<file path="src/shared/fwp_pkg.sv">
// constants for the flash write-protection and status-control block
// assumes an APB master on pclk; presetn low stands for a power-down/power-up cycle
package fwp_pkg;
   localparam int ADDR_W = 20;
   localparam int PADDR_W = 12;
   // register byte offsets
   localparam logic [11:0] OFS_STATUS = 12'h000;
   localparam logic [11:0] OFS_SR_DATA = 12'h004;
   localparam logic [11:0] OFS_TARGET = 12'h008;
   localparam logic [11:0] OFS_CMD = 12'h00C;
   localparam logic [11:0] OFS_RESULT = 12'h010;
   // status word bit positions
   localparam int BIT_WIP = 0;
   localparam int BIT_WEL = 1;
   localparam int BIT_BP_LO = 2;
   localparam int BIT_LOCK_LO = 7;
   localparam int BIT_LOCK_HI = 8;
   localparam int BIT_QE = 9;
   localparam int BIT_SEC_A = 11;
   localparam int BIT_SEC_B = 12;
   localparam int BIT_CMP = 14;
   localparam int BIT_WPS = 18;
   // reset values
   localparam logic RST_CMP = 1'b0;
   localparam logic RST_QE = 1'b0;
   localparam logic RST_WPS = 1'b0;
   localparam logic [1:0] RST_SEC = 2'h0;
   localparam logic [1:0] RST_LOCK = 2'h0;
   localparam logic [4:0] RST_BP = 5'h00;
   // status lock modes
   localparam logic [1:0] LOCK_SW = 2'h0;
   localparam logic [1:0] LOCK_HW = 2'h1;
   localparam logic [1:0] LOCK_PWR = 2'h2;
   localparam logic [1:0] LOCK_OTP = 2'h3;
   // opcodes
   localparam logic [7:0] OP_WRITE_ENABLE_CMD = 8'h06;
   localparam logic [7:0] OP_WRITE_DISABLE_CMD = 8'h04;
   localparam logic [7:0] OP_STATUS_WRITE_CMD = 8'h01;
   localparam logic [7:0] OP_PP = 8'h02;
   localparam logic [7:0] OP_SE = 8'h20;
   localparam logic [7:0] OP_BE32 = 8'h52;
   localparam logic [7:0] OP_BE64 = 8'hD8;
   localparam logic [7:0] OP_CE_A = 8'hC7;
   localparam logic [7:0] OP_CE_B = 8'h60;
   localparam logic [7:0] OP_DPD = 8'hB9;
   localparam logic [7:0] OP_WAKE = 8'hAB;
   localparam logic [7:0] OP_RST_EN = 8'h66;
   localparam logic [7:0] OP_RST = 8'h99;
   localparam logic [7:0] OP_SEC_ERASE = 8'h44;
   localparam logic [7:0] OP_SEC_PROG = 8'h42;
   // target address bit choosing security register b
   localparam int SEC_SEL_BIT = 12;
   // erase/program unit spans, as low-address masks
   localparam logic [19:0] SPAN_PAGE = 20'h000FF;
   localparam logic [19:0] SPAN_SECT = 20'h00FFF;
   localparam logic [19:0] SPAN_B32 = 20'h07FFF;
   localparam logic [19:0] SPAN_B64 = 20'h0FFFF;
   // timing
   localparam longint CLK_PERIOD_NS = 50;
   localparam longint T_PP_NS = 350000;
   localparam longint T_SE_NS = 40000000;
   localparam longint T_BE32_NS = 120000000;
   localparam longint T_BE64_NS = 150000000;
   localparam longint T_CE_NS = 64'd2500000000;
   localparam longint T_SR_NS = 5000000;
   typedef enum logic [2:0] {
      RES_NONE, RES_DONE, RES_IGNORED, RES_LOCKED, RES_PROTECTED
   } fwp_result_t;
endpackage : fwp_pkg

</file>
<file path="src/fwp_ctrl.sv">
// write-protection, status-control and write-enable logic of a serial flash
// assumes an APB master on pclk and an asynchronous protect pin input
`timescale 1ns/1ps
module fwp_ctrl #(
   parameter int unsigned PP_CYC = 32'(fwp_pkg::T_PP_NS / fwp_pkg::CLK_PERIOD_NS),
   parameter int unsigned SE_CYC = 32'(fwp_pkg::T_SE_NS / fwp_pkg::CLK_PERIOD_NS),
   parameter int unsigned BE32_CYC = 32'(fwp_pkg::T_BE32_NS / fwp_pkg::CLK_PERIOD_NS),
   parameter int unsigned BE64_CYC = 32'(fwp_pkg::T_BE64_NS / fwp_pkg::CLK_PERIOD_NS),
   parameter int unsigned CE_CYC = 32'(fwp_pkg::T_CE_NS / fwp_pkg::CLK_PERIOD_NS),
   parameter int unsigned SR_CYC = 32'(fwp_pkg::T_SR_NS / fwp_pkg::CLK_PERIOD_NS)
) (
   // clock and reset
   input wire logic pclk,
   input wire logic presetn,
   // apb slave
   input wire logic psel,
   input wire logic penable,
   input wire logic pwrite,
   input wire logic [fwp_pkg::PADDR_W-1:0] paddr,
   input wire logic [31:0] pwdata,
   output logic [31:0] prdata,
   output logic pready,
   output logic pslverr,
   // protect pin, active low, asynchronous
   input wire logic wp_pin_n,
   // state shown to the pad and array logic
   output logic quad_enable,
   output logic write_in_progress,
   output logic deep_power_down,
   output logic array_go
);
   import fwp_pkg::*;

   logic wp_meta_r, wp_sync_r;
   logic pready_r, pslverr_r, go_r;
   logic [31:0] prdata_r;
   logic [31:0] sr_data_r;
   logic [ADDR_W-1:0] target_r;
   logic cmp_r, qe_r, wps_r, wel_r, wip_r, dpd_r, rst_arm_r;
   logic [1:0] sec_r, lock_r;
   logic [4:0] bp_r;
   logic [31:0] busy_cnt_r, busy_nxt;
   fwp_result_t result_r, result_nxt;
   logic [31:0] status_word;
   logic wr_en, cmd_go, idle;
   logic [7:0] op;
   logic wel_set, wel_clr, sr_load, dpd_set, dpd_clr, arm_nxt, soft_rst, launch;
   logic [31:0] launch_cyc;
   logic [ADDR_W-1:0] first_a, last_a, span;
   logic is_array_op, is_ce, region_hit, ce_ok, sr_ok, sec_lock;

   // protect pin crosses into pclk through two flops
   always_ff @(posedge pclk or negedge presetn) begin
      if (!presetn) begin
         wp_meta_r <= 1'b1;
         wp_sync_r <= 1'b1;
      end else begin
         wp_meta_r <= wp_pin_n;
         wp_sync_r <= wp_meta_r;
      end
   end

   // apb: zero-wait answer, registered in the setup cycle
   assign wr_en = psel & penable & pwrite & pready_r;
   assign cmd_go = wr_en & (paddr == OFS_CMD);
   assign op = pwdata[7:0];

   always_comb begin
      status_word = 32'h0;
      status_word[BIT_WIP] = wip_r;
      status_word[BIT_WEL] = wel_r;
      status_word[BIT_BP_LO +: 5] = bp_r;
      status_word[BIT_LOCK_LO] = lock_r[0];
      status_word[BIT_LOCK_HI] = lock_r[1];
      status_word[BIT_QE] = qe_r;
      status_word[BIT_SEC_A] = sec_r[0];
      status_word[BIT_SEC_B] = sec_r[1];
      status_word[BIT_CMP] = cmp_r;
      status_word[BIT_WPS] = wps_r;
   end

   always_ff @(posedge pclk or negedge presetn) begin
      if (!presetn) begin
         pready_r <= 1'b0;
         pslverr_r <= 1'b0;
         prdata_r <= 32'h0;
      end else if (psel && !penable && !pready_r) begin
         pready_r <= 1'b1;
         pslverr_r <= 1'b0;
         prdata_r <= 32'h0;
         unique case (paddr)
            OFS_STATUS: prdata_r <= status_word;
            OFS_SR_DATA: prdata_r <= sr_data_r;
            OFS_TARGET: prdata_r <= {{(32-ADDR_W){1'b0}}, target_r};
            OFS_CMD: prdata_r <= 32'h0;
            OFS_RESULT: prdata_r <= {27'h0, dpd_r, rst_arm_r, 3'(result_r)};
            default: pslverr_r <= 1'b1;
         endcase
      end else begin
         pready_r <= 1'b0;
         pslverr_r <= 1'b0;
      end
   end

   always_ff @(posedge pclk or negedge presetn) begin
      if (!presetn) begin
         sr_data_r <= 32'h0;
         target_r <= '0;
      end else begin
         if (wr_en && paddr == OFS_SR_DATA) begin
            sr_data_r <= pwdata;
         end
         if (wr_en && paddr == OFS_TARGET) begin
            target_r <= pwdata[ADDR_W-1:0];
         end
      end
   end

   // region decode for scheme 0, complement 0; readable regardless of result
   function automatic logic in_region(input logic [ADDR_W-1:0] a, input logic [4:0] bp);
      logic [2:0] n;
      logic [4:0] lg;
      logic [ADDR_W-1:0] mask;
      logic all_hit;
      logic hit;
      n = bp[2:0];
      lg = 5'd0;
      all_hit = 1'b0;
      if (!bp[4]) begin
         if (n >= 3'd5) all_hit = 1'b1;
         else lg = 5'd15 + {2'b00, n};
      end else begin
         if (n[2:1] == 2'b11) all_hit = 1'b1;
         else if (n[2]) lg = 5'd15;
         else lg = 5'd11 + {2'b00, n};
      end
      mask = 20'hFFFFF << lg;
      hit = all_hit | (bp[3] ? ((a & mask) == 20'h0) : ((a & mask) == mask));
      if (n == 3'b000) hit = 1'b0;
      return hit;
   endfunction : in_region

   always_comb begin
      unique case (op)
         OP_PP: span = SPAN_PAGE;
         OP_SE: span = SPAN_SECT;
         OP_BE32: span = SPAN_B32;
         default: span = SPAN_B64;
      endcase
   end
   assign first_a = target_r & ~span;
   assign last_a = target_r | span;
   assign is_ce = (op == OP_CE_A) || (op == OP_CE_B);
   assign is_array_op = (op == OP_PP) || (op == OP_SE) || (op == OP_BE32) || (op == OP_BE64);
   // scheme 1 locks all blocks after reset, complement 1 decode not held: both refuse
   assign region_hit = wps_r | cmp_r | in_region(first_a, bp_r) | in_region(last_a, bp_r);
   assign ce_ok = !wps_r && ((!cmp_r && bp_r[2:0] == 3'b000) ||
      (cmp_r && bp_r[2:0] == 3'b111));
   assign sr_ok = (lock_r == LOCK_SW) || (lock_r == LOCK_HW && wp_sync_r);
   assign sec_lock = target_r[SEC_SEL_BIT] ? sec_r[1] : sec_r[0];
   assign idle = !wip_r;

   // command decision
   always_comb begin
      wel_set = 1'b0;
      wel_clr = 1'b0;
      sr_load = 1'b0;
      dpd_set = 1'b0;
      dpd_clr = 1'b0;
      soft_rst = 1'b0;
      launch = 1'b0;
      launch_cyc = 32'h0;
      arm_nxt = rst_arm_r;
      result_nxt = result_r;
      if (cmd_go) begin
         arm_nxt = 1'b0;
         result_nxt = RES_IGNORED;
         if (op == OP_RST_EN) begin
            arm_nxt = 1'b1;
            result_nxt = RES_DONE;
         end else if (op == OP_RST && rst_arm_r) begin
            soft_rst = 1'b1;
            result_nxt = RES_DONE;
         end else if (dpd_r) begin
            if (op == OP_WAKE) begin
               dpd_clr = 1'b1;
               result_nxt = RES_DONE;
            end
         end else if (!idle) begin
            result_nxt = RES_IGNORED;
         end else if (op == OP_WRITE_ENABLE_CMD) begin
            wel_set = 1'b1;
            result_nxt = RES_DONE;
         end else if (op == OP_WRITE_DISABLE_CMD) begin
            wel_clr = 1'b1;
            result_nxt = RES_DONE;
         end else if (op == OP_DPD) begin
            dpd_set = 1'b1;
            result_nxt = RES_DONE;
         end else if (!wel_r) begin
            result_nxt = RES_IGNORED;
         end else if (op == OP_STATUS_WRITE_CMD) begin
            wel_clr = 1'b1;
            if (sr_ok) begin
               sr_load = 1'b1;
               launch = 1'b1;
               launch_cyc = SR_CYC;
               result_nxt = RES_DONE;
            end else begin
               result_nxt = RES_LOCKED;
            end
         end else if (is_array_op || is_ce) begin
            wel_clr = 1'b1;
            if (is_ce ? !ce_ok : region_hit) begin
               result_nxt = RES_PROTECTED;
            end else begin
               launch = 1'b1;
               result_nxt = RES_DONE;
               unique case (1'b1)
                  is_ce: launch_cyc = CE_CYC;
                  op == OP_PP: launch_cyc = PP_CYC;
                  op == OP_SE: launch_cyc = SE_CYC;
                  op == OP_BE32: launch_cyc = BE32_CYC;
                  default: launch_cyc = BE64_CYC;
               endcase
            end
         end else if (op == OP_SEC_ERASE || op == OP_SEC_PROG) begin
            wel_clr = 1'b1;
            if (sec_lock) begin
               result_nxt = RES_PROTECTED;
            end else begin
               launch = 1'b1;
               launch_cyc = (op == OP_SEC_ERASE) ? SE_CYC : PP_CYC;
               result_nxt = RES_DONE;
            end
         end
      end
   end

   always_comb begin
      if (soft_rst) busy_nxt = 32'h0;
      else if (launch) busy_nxt = launch_cyc;
      else if (busy_cnt_r != 32'h0) busy_nxt = busy_cnt_r - 32'h1;
      else busy_nxt = 32'h0;
   end

   // busy tracking; refused operations never load the counter
   always_ff @(posedge pclk or negedge presetn) begin
      if (!presetn) begin
         busy_cnt_r <= 32'h0;
         wip_r <= 1'b0;
         go_r <= 1'b0;
      end else begin
         busy_cnt_r <= busy_nxt;
         wip_r <= (busy_nxt != 32'h0);
         go_r <= launch;
      end
   end

   // latch set wins only over nothing: set and clear never come together
   always_ff @(posedge pclk or negedge presetn) begin
      if (!presetn) begin
         wel_r <= 1'b0;
      end else if (soft_rst || wel_clr) begin
         wel_r <= 1'b0;
      end else if (wel_set) begin
         wel_r <= 1'b1;
      end
   end

   always_ff @(posedge pclk or negedge presetn) begin
      if (!presetn) begin
         dpd_r <= 1'b0;
         rst_arm_r <= 1'b0;
         result_r <= RES_NONE;
      end else begin
         rst_arm_r <= arm_nxt;
         result_r <= result_nxt;
         if (soft_rst || dpd_clr) dpd_r <= 1'b0;
         else if (dpd_set) dpd_r <= 1'b1;
      end
   end

   // non-volatile bits; presetn stands for the power cycle, so lock mode 10 leaves here
   always_ff @(posedge pclk or negedge presetn) begin
      if (!presetn) begin
         cmp_r <= RST_CMP;
         qe_r <= RST_QE;
         wps_r <= RST_WPS;
         sec_r <= RST_SEC;
         lock_r <= RST_LOCK;
         bp_r <= RST_BP;
      end else if (sr_load) begin
         cmp_r <= sr_data_r[BIT_CMP];
         qe_r <= sr_data_r[BIT_QE];
         wps_r <= sr_data_r[BIT_WPS];
         sec_r <= sec_r | {sr_data_r[BIT_SEC_B], sr_data_r[BIT_SEC_A]};
         lock_r <= sr_data_r[BIT_LOCK_HI:BIT_LOCK_LO];
         bp_r <= sr_data_r[BIT_BP_LO +: 5];
      end
   end

   assign prdata = prdata_r;
   assign pready = pready_r;
   assign pslverr = pslverr_r;
   assign quad_enable = qe_r;
   assign write_in_progress = wip_r;
   assign deep_power_down = dpd_r;
   assign array_go = go_r;

   logic sr_try;
   assign sr_try = cmd_go && op == OP_STATUS_WRITE_CMD && wel_r && idle && !dpd_r && !rst_arm_r;

   a_wel_gate: assert property (@(posedge pclk) disable iff (!presetn)
      cmd_go && !wel_r && !dpd_r && (is_array_op || op == OP_STATUS_WRITE_CMD)
      |=> result_r == RES_IGNORED && !go_r && $stable(bp_r))
      else $error("command taken with latch clear");
   a_sw_mode: assert property (@(posedge pclk) disable iff (!presetn)
      sr_try && lock_r == LOCK_SW |=> result_r == RES_DONE && wip_r && !wel_r)
      else $error("status write refused in software mode");
   a_hw_locked: assert property (@(posedge pclk) disable iff (!presetn)
      sr_try && lock_r == LOCK_HW && !wp_sync_r |=> result_r == RES_LOCKED && $stable(bp_r))
      else $error("status write taken with protect pin low");
   a_hw_open: assert property (@(posedge pclk) disable iff (!presetn)
      sr_try && lock_r == LOCK_HW && wp_sync_r |=> result_r == RES_DONE && wip_r && !wel_r)
      else $error("status write refused with protect pin high");
   a_power_lock: assert property (@(posedge pclk) disable iff (!presetn)
      sr_try && lock_r == LOCK_PWR |=> result_r == RES_LOCKED && lock_r == LOCK_PWR)
      else $error("power lock mode let a status write through");
   a_otp_lock: assert property (@(posedge pclk) disable iff (!presetn)
      lock_r == LOCK_OTP |=> lock_r == LOCK_OTP)
      else $error("one-time lock mode left");
   a_sec_sticky: assert property (@(posedge pclk) disable iff (!presetn)
      sec_r[0] ##1 1 |-> sec_r[0])
      else $error("security lock cleared");
   a_prot_refuse: assert property (@(posedge pclk) disable iff (!presetn)
      cmd_go && wel_r && idle && !dpd_r && !rst_arm_r && is_array_op && region_hit
      |=> result_r == RES_PROTECTED)
      else $error("protected region operation not refused");
   a_refuse_quiet: assert property (@(posedge pclk) disable iff (!presetn)
      result_r == RES_PROTECTED && $changed(result_r) |-> !go_r && !wip_r [*2])
      else $error("refused operation went busy");
   a_wel_set: assert property (@(posedge pclk) disable iff (!presetn)
      cmd_go && op == OP_WRITE_ENABLE_CMD && idle && !dpd_r && !rst_arm_r |=> wel_r)
      else $error("write enable did not set latch");
   a_dpd_ignore: assert property (@(posedge pclk) disable iff (!presetn)
      cmd_go && dpd_r && op == OP_WRITE_ENABLE_CMD |=> $stable(wel_r) && dpd_r)
      else $error("command acted in deep power-down");
   a_busy_bit: assert property (@(posedge pclk) disable iff (!presetn)
      go_r |-> wip_r && status_word[BIT_WIP])
      else $error("busy bit low while operating");
   a_chip_erase: assert property (@(posedge pclk) disable iff (!presetn)
      cmd_go && is_ce && wel_r && idle && !dpd_r && !wps_r && cmp_r &&
      bp_r[2:0] == 3'h7 |=> result_r == RES_DONE && go_r)
      else $error("chip erase refused with all bits and complement set");
   a_wel_clear: assert property (@(posedge pclk) disable iff (!presetn)
      cmd_go && op == OP_WRITE_DISABLE_CMD && idle && !dpd_r |=> !wel_r)
      else $error("write disable left latch set");
   a_sec_b_sticky: assert property (@(posedge pclk) disable iff (!presetn)
      sec_r[1] |=> sec_r[1])
      else $error("security lock b cleared");
   a_bp_hold: assert property (@(posedge pclk) disable iff (!presetn)
      cmd_go && op == OP_STATUS_WRITE_CMD && !sr_ok |=> $stable(bp_r))
      else $error("block protect changed while status locked");
   a_top_region: assert property (@(posedge pclk) disable iff (!presetn)
      !wps_r && !cmp_r && bp_r == 5'h01 && target_r[19:16] == 4'hF |-> region_hit)
      else $error("upper sixteenth not decoded as protected");

   c_sr_done: cover property (@(posedge pclk) disable iff (!presetn)
      sr_try ##1 result_r == RES_DONE);
   c_prot: cover property (@(posedge pclk) disable iff (!presetn)
      result_r == RES_PROTECTED);
   c_soft_rst: cover property (@(posedge pclk) disable iff (!presetn) soft_rst);
   c_chip_erase: cover property (@(posedge pclk) disable iff (!presetn)
      cmd_go && is_ce && ce_ok && wel_r);
   c_dpd_wake: cover property (@(posedge pclk) disable iff (!presetn) dpd_clr);
endmodule : fwp_ctrl
</file>
<file path="config.mk">
export PLATFORM = sky130hd
export DESIGN_NAME = fwp_ctrl
export DESIGN_NICKNAME = d
export VERILOG_FILES = /design/src/shared/fwp_pkg.sv /design/src/fwp_ctrl.sv
export SDC_FILE = /design/constraint.sdc
export NUM_CORES = 1
export LEC_CHECK = 0
export ABC_AREA = 1
export BUFFER_PORTS_ARGS = -buffer_cell sky130_fd_sc_hd__buf_2
export CAP_MARGIN = 20
export CORE_ASPECT_RATIO = 0.5
export CORE_MARGIN = 3
export CORE_UTILIZATION = 54
export CTS_CLUSTER_DIAMETER = 30
export DETAILED_ROUTE_END_ITERATION = 10
export GPL_ROUTABILITY_DRIVEN = 0
export MAX_ROUTING_LAYER = met4
export PLACE_DENSITY = 0.82
export SLEW_MARGIN = 20
export SYNTH_ARGS = -nofsm -noshare
export SYNTH_HDL_FRONTEND = slang
export SYNTH_SLANG_ARGS = --single-unit
</file>
<file path="constraint.sdc">
create_clock -name pclk -period 2.71 [get_ports pclk]
set_input_delay 0.542 -clock pclk [delete_from_list [all_inputs] [get_ports pclk]]
set_output_delay 0.542 -clock pclk [all_outputs]
set_load 0.02 [all_outputs]
</file>
==> impl_summary.md <==
Placement
The total placed cells including tap cells is 1479. Once detailed placement completed, the half-perimeter wirelength came to 17900 um. The area after detailed placement is 9710 sq um. The number of port buffers is 87.

Pwr
The share of total power dissipated in the clock network is 0.510. The power consumption is 4.69 mW. The register share of total power is 0.447.

Of the total power, the share spent switching nets is 0.237. The share of total power dissipated in combinational logic is 0.043. Power spread over the standard cell area amounts to 438 nW/um^2. IR analysis of the VDD net gives a maximum drop of 0.467 mV. In this run the static leakage power is 5.44 nW. The internal power of the cells totals 3.58 mW.

The net switching power is 1.11 mW.

Worst setup path
In this design, the critical path's most frequently occurring cell is nor2_1. The startpoint of the most critical register-to-register path is bp_r[0]. The setup slack of the worst register-to-register path is -0.65 ns.

The launching element of the worst setup path is bp_r[0]. The maximum fanout encountered on the critical timing path is 9. The worst setup path is of the reg2reg kind.

Data on the critical path is required at its endpoint by 3.03 ns. The slowest stage of the critical path is the dfrtp_1 cell. In this design, the stage delay of the slowest critical-path cell is 0.40 ns. STA classifies the critical path endpoint as a flip-flop. In this run the critical register-to-register path is captured at write_in_progress. Following the worst setup path forward leads to its endpoint at write_in_progress. The startpoint kind of the worst setup timing path is a flip-flop. The worst register-to-register path has a depth of 25. Data on the critical path arrives at its endpoint at 3.68 ns.

STA
Setup repair after global routing could not meet its margin everywhere. The worst clock skew on the final layout is 0.0132 ns. The final critical delay including setup and external delays is 3.36 ns. The number of max-slew violations in the final report was 0. The final-report setup violation count is 35. The actual slew at the worst max-slew pin is 0.660 ns.

The hold violation total from the final report came to 0. The worst-case hold slack is 0.0666 ns. The relative max-transition margin is 0.554. The achievable frequency is 0.298 GHz. The worst setup slack after layout is -0.650 ns.

In the finished design, the share of the clock period the worst path needs comes to 1.24.

Synthesis
For this run, the register share of the synthesized area comes to 0.433. The cell count after synthesis came out at 1099. The number of enable flip-flop cells after synthesis is 0.

When the netlist entered floorplanning its net count stood at 1157. The commonest register cell after synthesis is dfrtp_1. The mean post-synth cell area is 7.37 sq um.

The post-synthesis async set-or-reset flop share is 1.00. In this run, synthesis produced a sequential element count of 140. The count of cell types in the netlist is 55.

In this run the cell area of the synthesized design comes to 8100 sq um. The Yosys step of the flow raised 0 warnings.

Clock tree
Clock-pin slew was measured on the worst setup and hold paths at 0.06 ns. The number of buffers created by CTS is 17. The longest clock path from root to sink contains 2 buffers. The count of hold-fix buffers inserted at cts is 0.

TritonCTS built the clock tree. The latest clock arrival within the worst-skew pair is 0.44 ns. CTS saw 140 sinks. The total number of H-tree levels is 4. The tree is rooted in a clkbuf_16.

Die
Measured along the y axis, the die boundary spans 92.6 um. The floorplan step defined a die boundary enclosing 16600 sq um. The floorplan step defined a core boundary enclosing 14100 sq um.

For this configuration, the core starts out at a cell density of 0.574. The number of placement rows is 30. The die boundary width is 179 um.

The count of pins on the block boundary is 88.

Drt
For this run, design rule violations remaining after detail routing come to 0. The total number of vias is 8861. The first detailed-routing pass took 7 iterations. Dividing the detail-routed wire length by the instance count gives 17.7 um. The antenna violation net count after detailed routing is 0. The iteration-0 DRC count of the detailed router is 1101.

The detailed-route vias per instance is 5.82. The post-detailed-routing wire length is 26900 um.

GRT
The initial antenna violation count came to 0. The number of global-route vias before repair is 8596. The first-pass GRT wire length is 41000 um. The total overflow reported by the global router is 0. For this run, the total global-route usage over all layers was measured as 0.323. The pin count of the biggest net entering global routing is 62.

Final layout
After the flow finishes, the layout carries non-filler instances totaling 1523. From synthesis to final layout, the design area changed by 32.4%. The area of all placed cells without fillers is 10700 sq um. At the end of the flow, the number of nets in the layout was 1377.

In the final layout, the share of cells above drive strength 1 is 0.304. The repair_antennas step left the layout with diodes totalling 0.

Outcome
The flow ran to the end, but the final reports show violations. The final reports fail on setup timing.

Worst hold path
The min-delay analysis places its worst path in the category in2async.

Job
The number of violations of the max-capacitance limit is 0.
## cell usage after synthesis, types with 3 or more instances
master    number  area (sq um)
nand3_1       67           335
a21o_1         3          22.5
xnor2_1        6          52.6
inv_2         25          93.8
buf_6          4          45.0
o22ai_1        8          50.1
o21ai_0       99           495
xor2_1        10          87.6
nor2_1       126           473
nand4_1       24           150
or2_2          6          37.5
nand3_2        3          30.0
mux2_2        12           135
clkbuf_1      22          82.6
ha_1           8           100
a221oi_1       3          26.3
nor2_2         6          37.5
nor4_1         8          50.1
nand2_2       10          62.6
o211ai_1       8          60.1
o21ai_1        4          20.0
a21oi_1       22           110
nand3b_1       5          37.5
dfrtp_1      138          3450
inv_1        139           522
nand2_1      277          1040
nor3_1        16          80.1
## routing by layer
layer | wire length (um) | up-vias | global-route usage
met2 | 12800 | 584 | 0.526
li1 | - | 3967 | -
met3 | 2410 | 181 | 0.0790
met5 | 0 | - | -
met1 | 10400 | 4129 | 0.388
met4 | 1360 | 0 | 0.132
## kinds of logic (layout without fill, tap and decap cells)
family	Yosys count	count (layout)	synth area share
AOI/OAI and AO/OA	164	164	0.116
DFF	140	140	0.433
xor gates and xnor gates	16	16	0.0173
muxes	12	12	0.0167
buffers and inverters	198	430	0.0969
and+or+nand+nor	561	561	0.308
adders and majority gates	8	8	0.0124
## power groups by stage
stage | Combinational [mW] | Sequential (mW) | Clock, mW
CTS | 0.200 | 2.10 | 2.38
global route | 0.222 | 2.10 | 2.49
global placement | 0.191 | 2.13 | 0
detailed placement | 0.198 | 2.13 | 0
finish | 0.202 | 2.10 | 2.39
floorplan | 0.0531 | 2.14 | 0
## metrics by stage
stage,setup slack (ns),setup TNS (ns),util
5_1_grt,-0.838,-13.06,0.760
2_1_floorplan,-0.0959,-0.0959,-
3_3_place_gp,-0.375,-2.42,0.688
6_report,-0.650,-7.51,0.760
3_5_place_dp,-0.569,-8.06,0.688
4_1_cts,-0.374,-3.14,0.740
## final cells by class
class                   count  area (sq um)
well taps                 192           240
clock inverters            11           134
fillers                   975          3390
flip-flops and latches    140          3510
inverters                 167           629
repair buffers            232          1650
multi-input cells         761          4110
clock buffers              20           457
## placed cells by master (no fill, tap or decap), types with 3 or more instances in the layout
master and count:
a21o_1 3, a21oi_1 16, a21oi_2 6, a221oi_1 3, buf_12 4, buf_2 86, buf_4 131, buf_6 9
clkbuf_16 18, clkinvlp_4 3, dfrtp_1 138, ha_1 6, inv_1 136, inv_2 28, inv_6 3, mux2_2 12
nand2_1 260, nand2_2 21, nand2_4 7, nand3_1 52, nand3_2 14, nand3_4 6, nand3b_1 5, nand4_1 24
nor2_1 111, nor2_2 21, nor3_1 15, nor3_2 3, nor4_1 7, o211ai_1 8, o21ai_0 97, o21ai_1 3
o21ai_2 5, o22ai_1 8, or2_2 5, xnor2_1 6, xor2_1 10
## flip-flops by register name (all words and copies together) (netlist names), 2 cells and up
signal,count
busy_cnt_r,32
prdata,32
sr_data_r,32
target_r,20
bp_r,5
result_r,3
lock_r,2
sec_r,2
## how the worst min path moves through the flow
stage                      to  cells past startpoint
6_report       busy_cnt_r[29]                      1
5_1_grt        busy_cnt_r[28]                      1
4_1_cts        busy_cnt_r[28]                      1
3_5_place_dp        wp_sync_r                      0
3_3_place_gp        wp_sync_r                      0
2_1_floorplan        array_go                      0
## critical path, delay by kind of cell, from the launching register on
| kind | cells | cell delay (ns) |
|---|---|---|
| adder cells (fa/ha/maj) | 2 | 0.34 |
| buffers and inverters | 2 | 0.25 |
| flip-flops | 1 | 0.40 |
| AND/OR/NAND/NOR | 21 | 2.23 |
## what timing repair did
item                       4_1_cts  5_1_grt
setup buffers                    6        6
setup endpoints to repair       34       36
gates cloned                     1        1
resized for setup               19       60
pin swaps                       10       15
(Power assumes the default switching activity.)
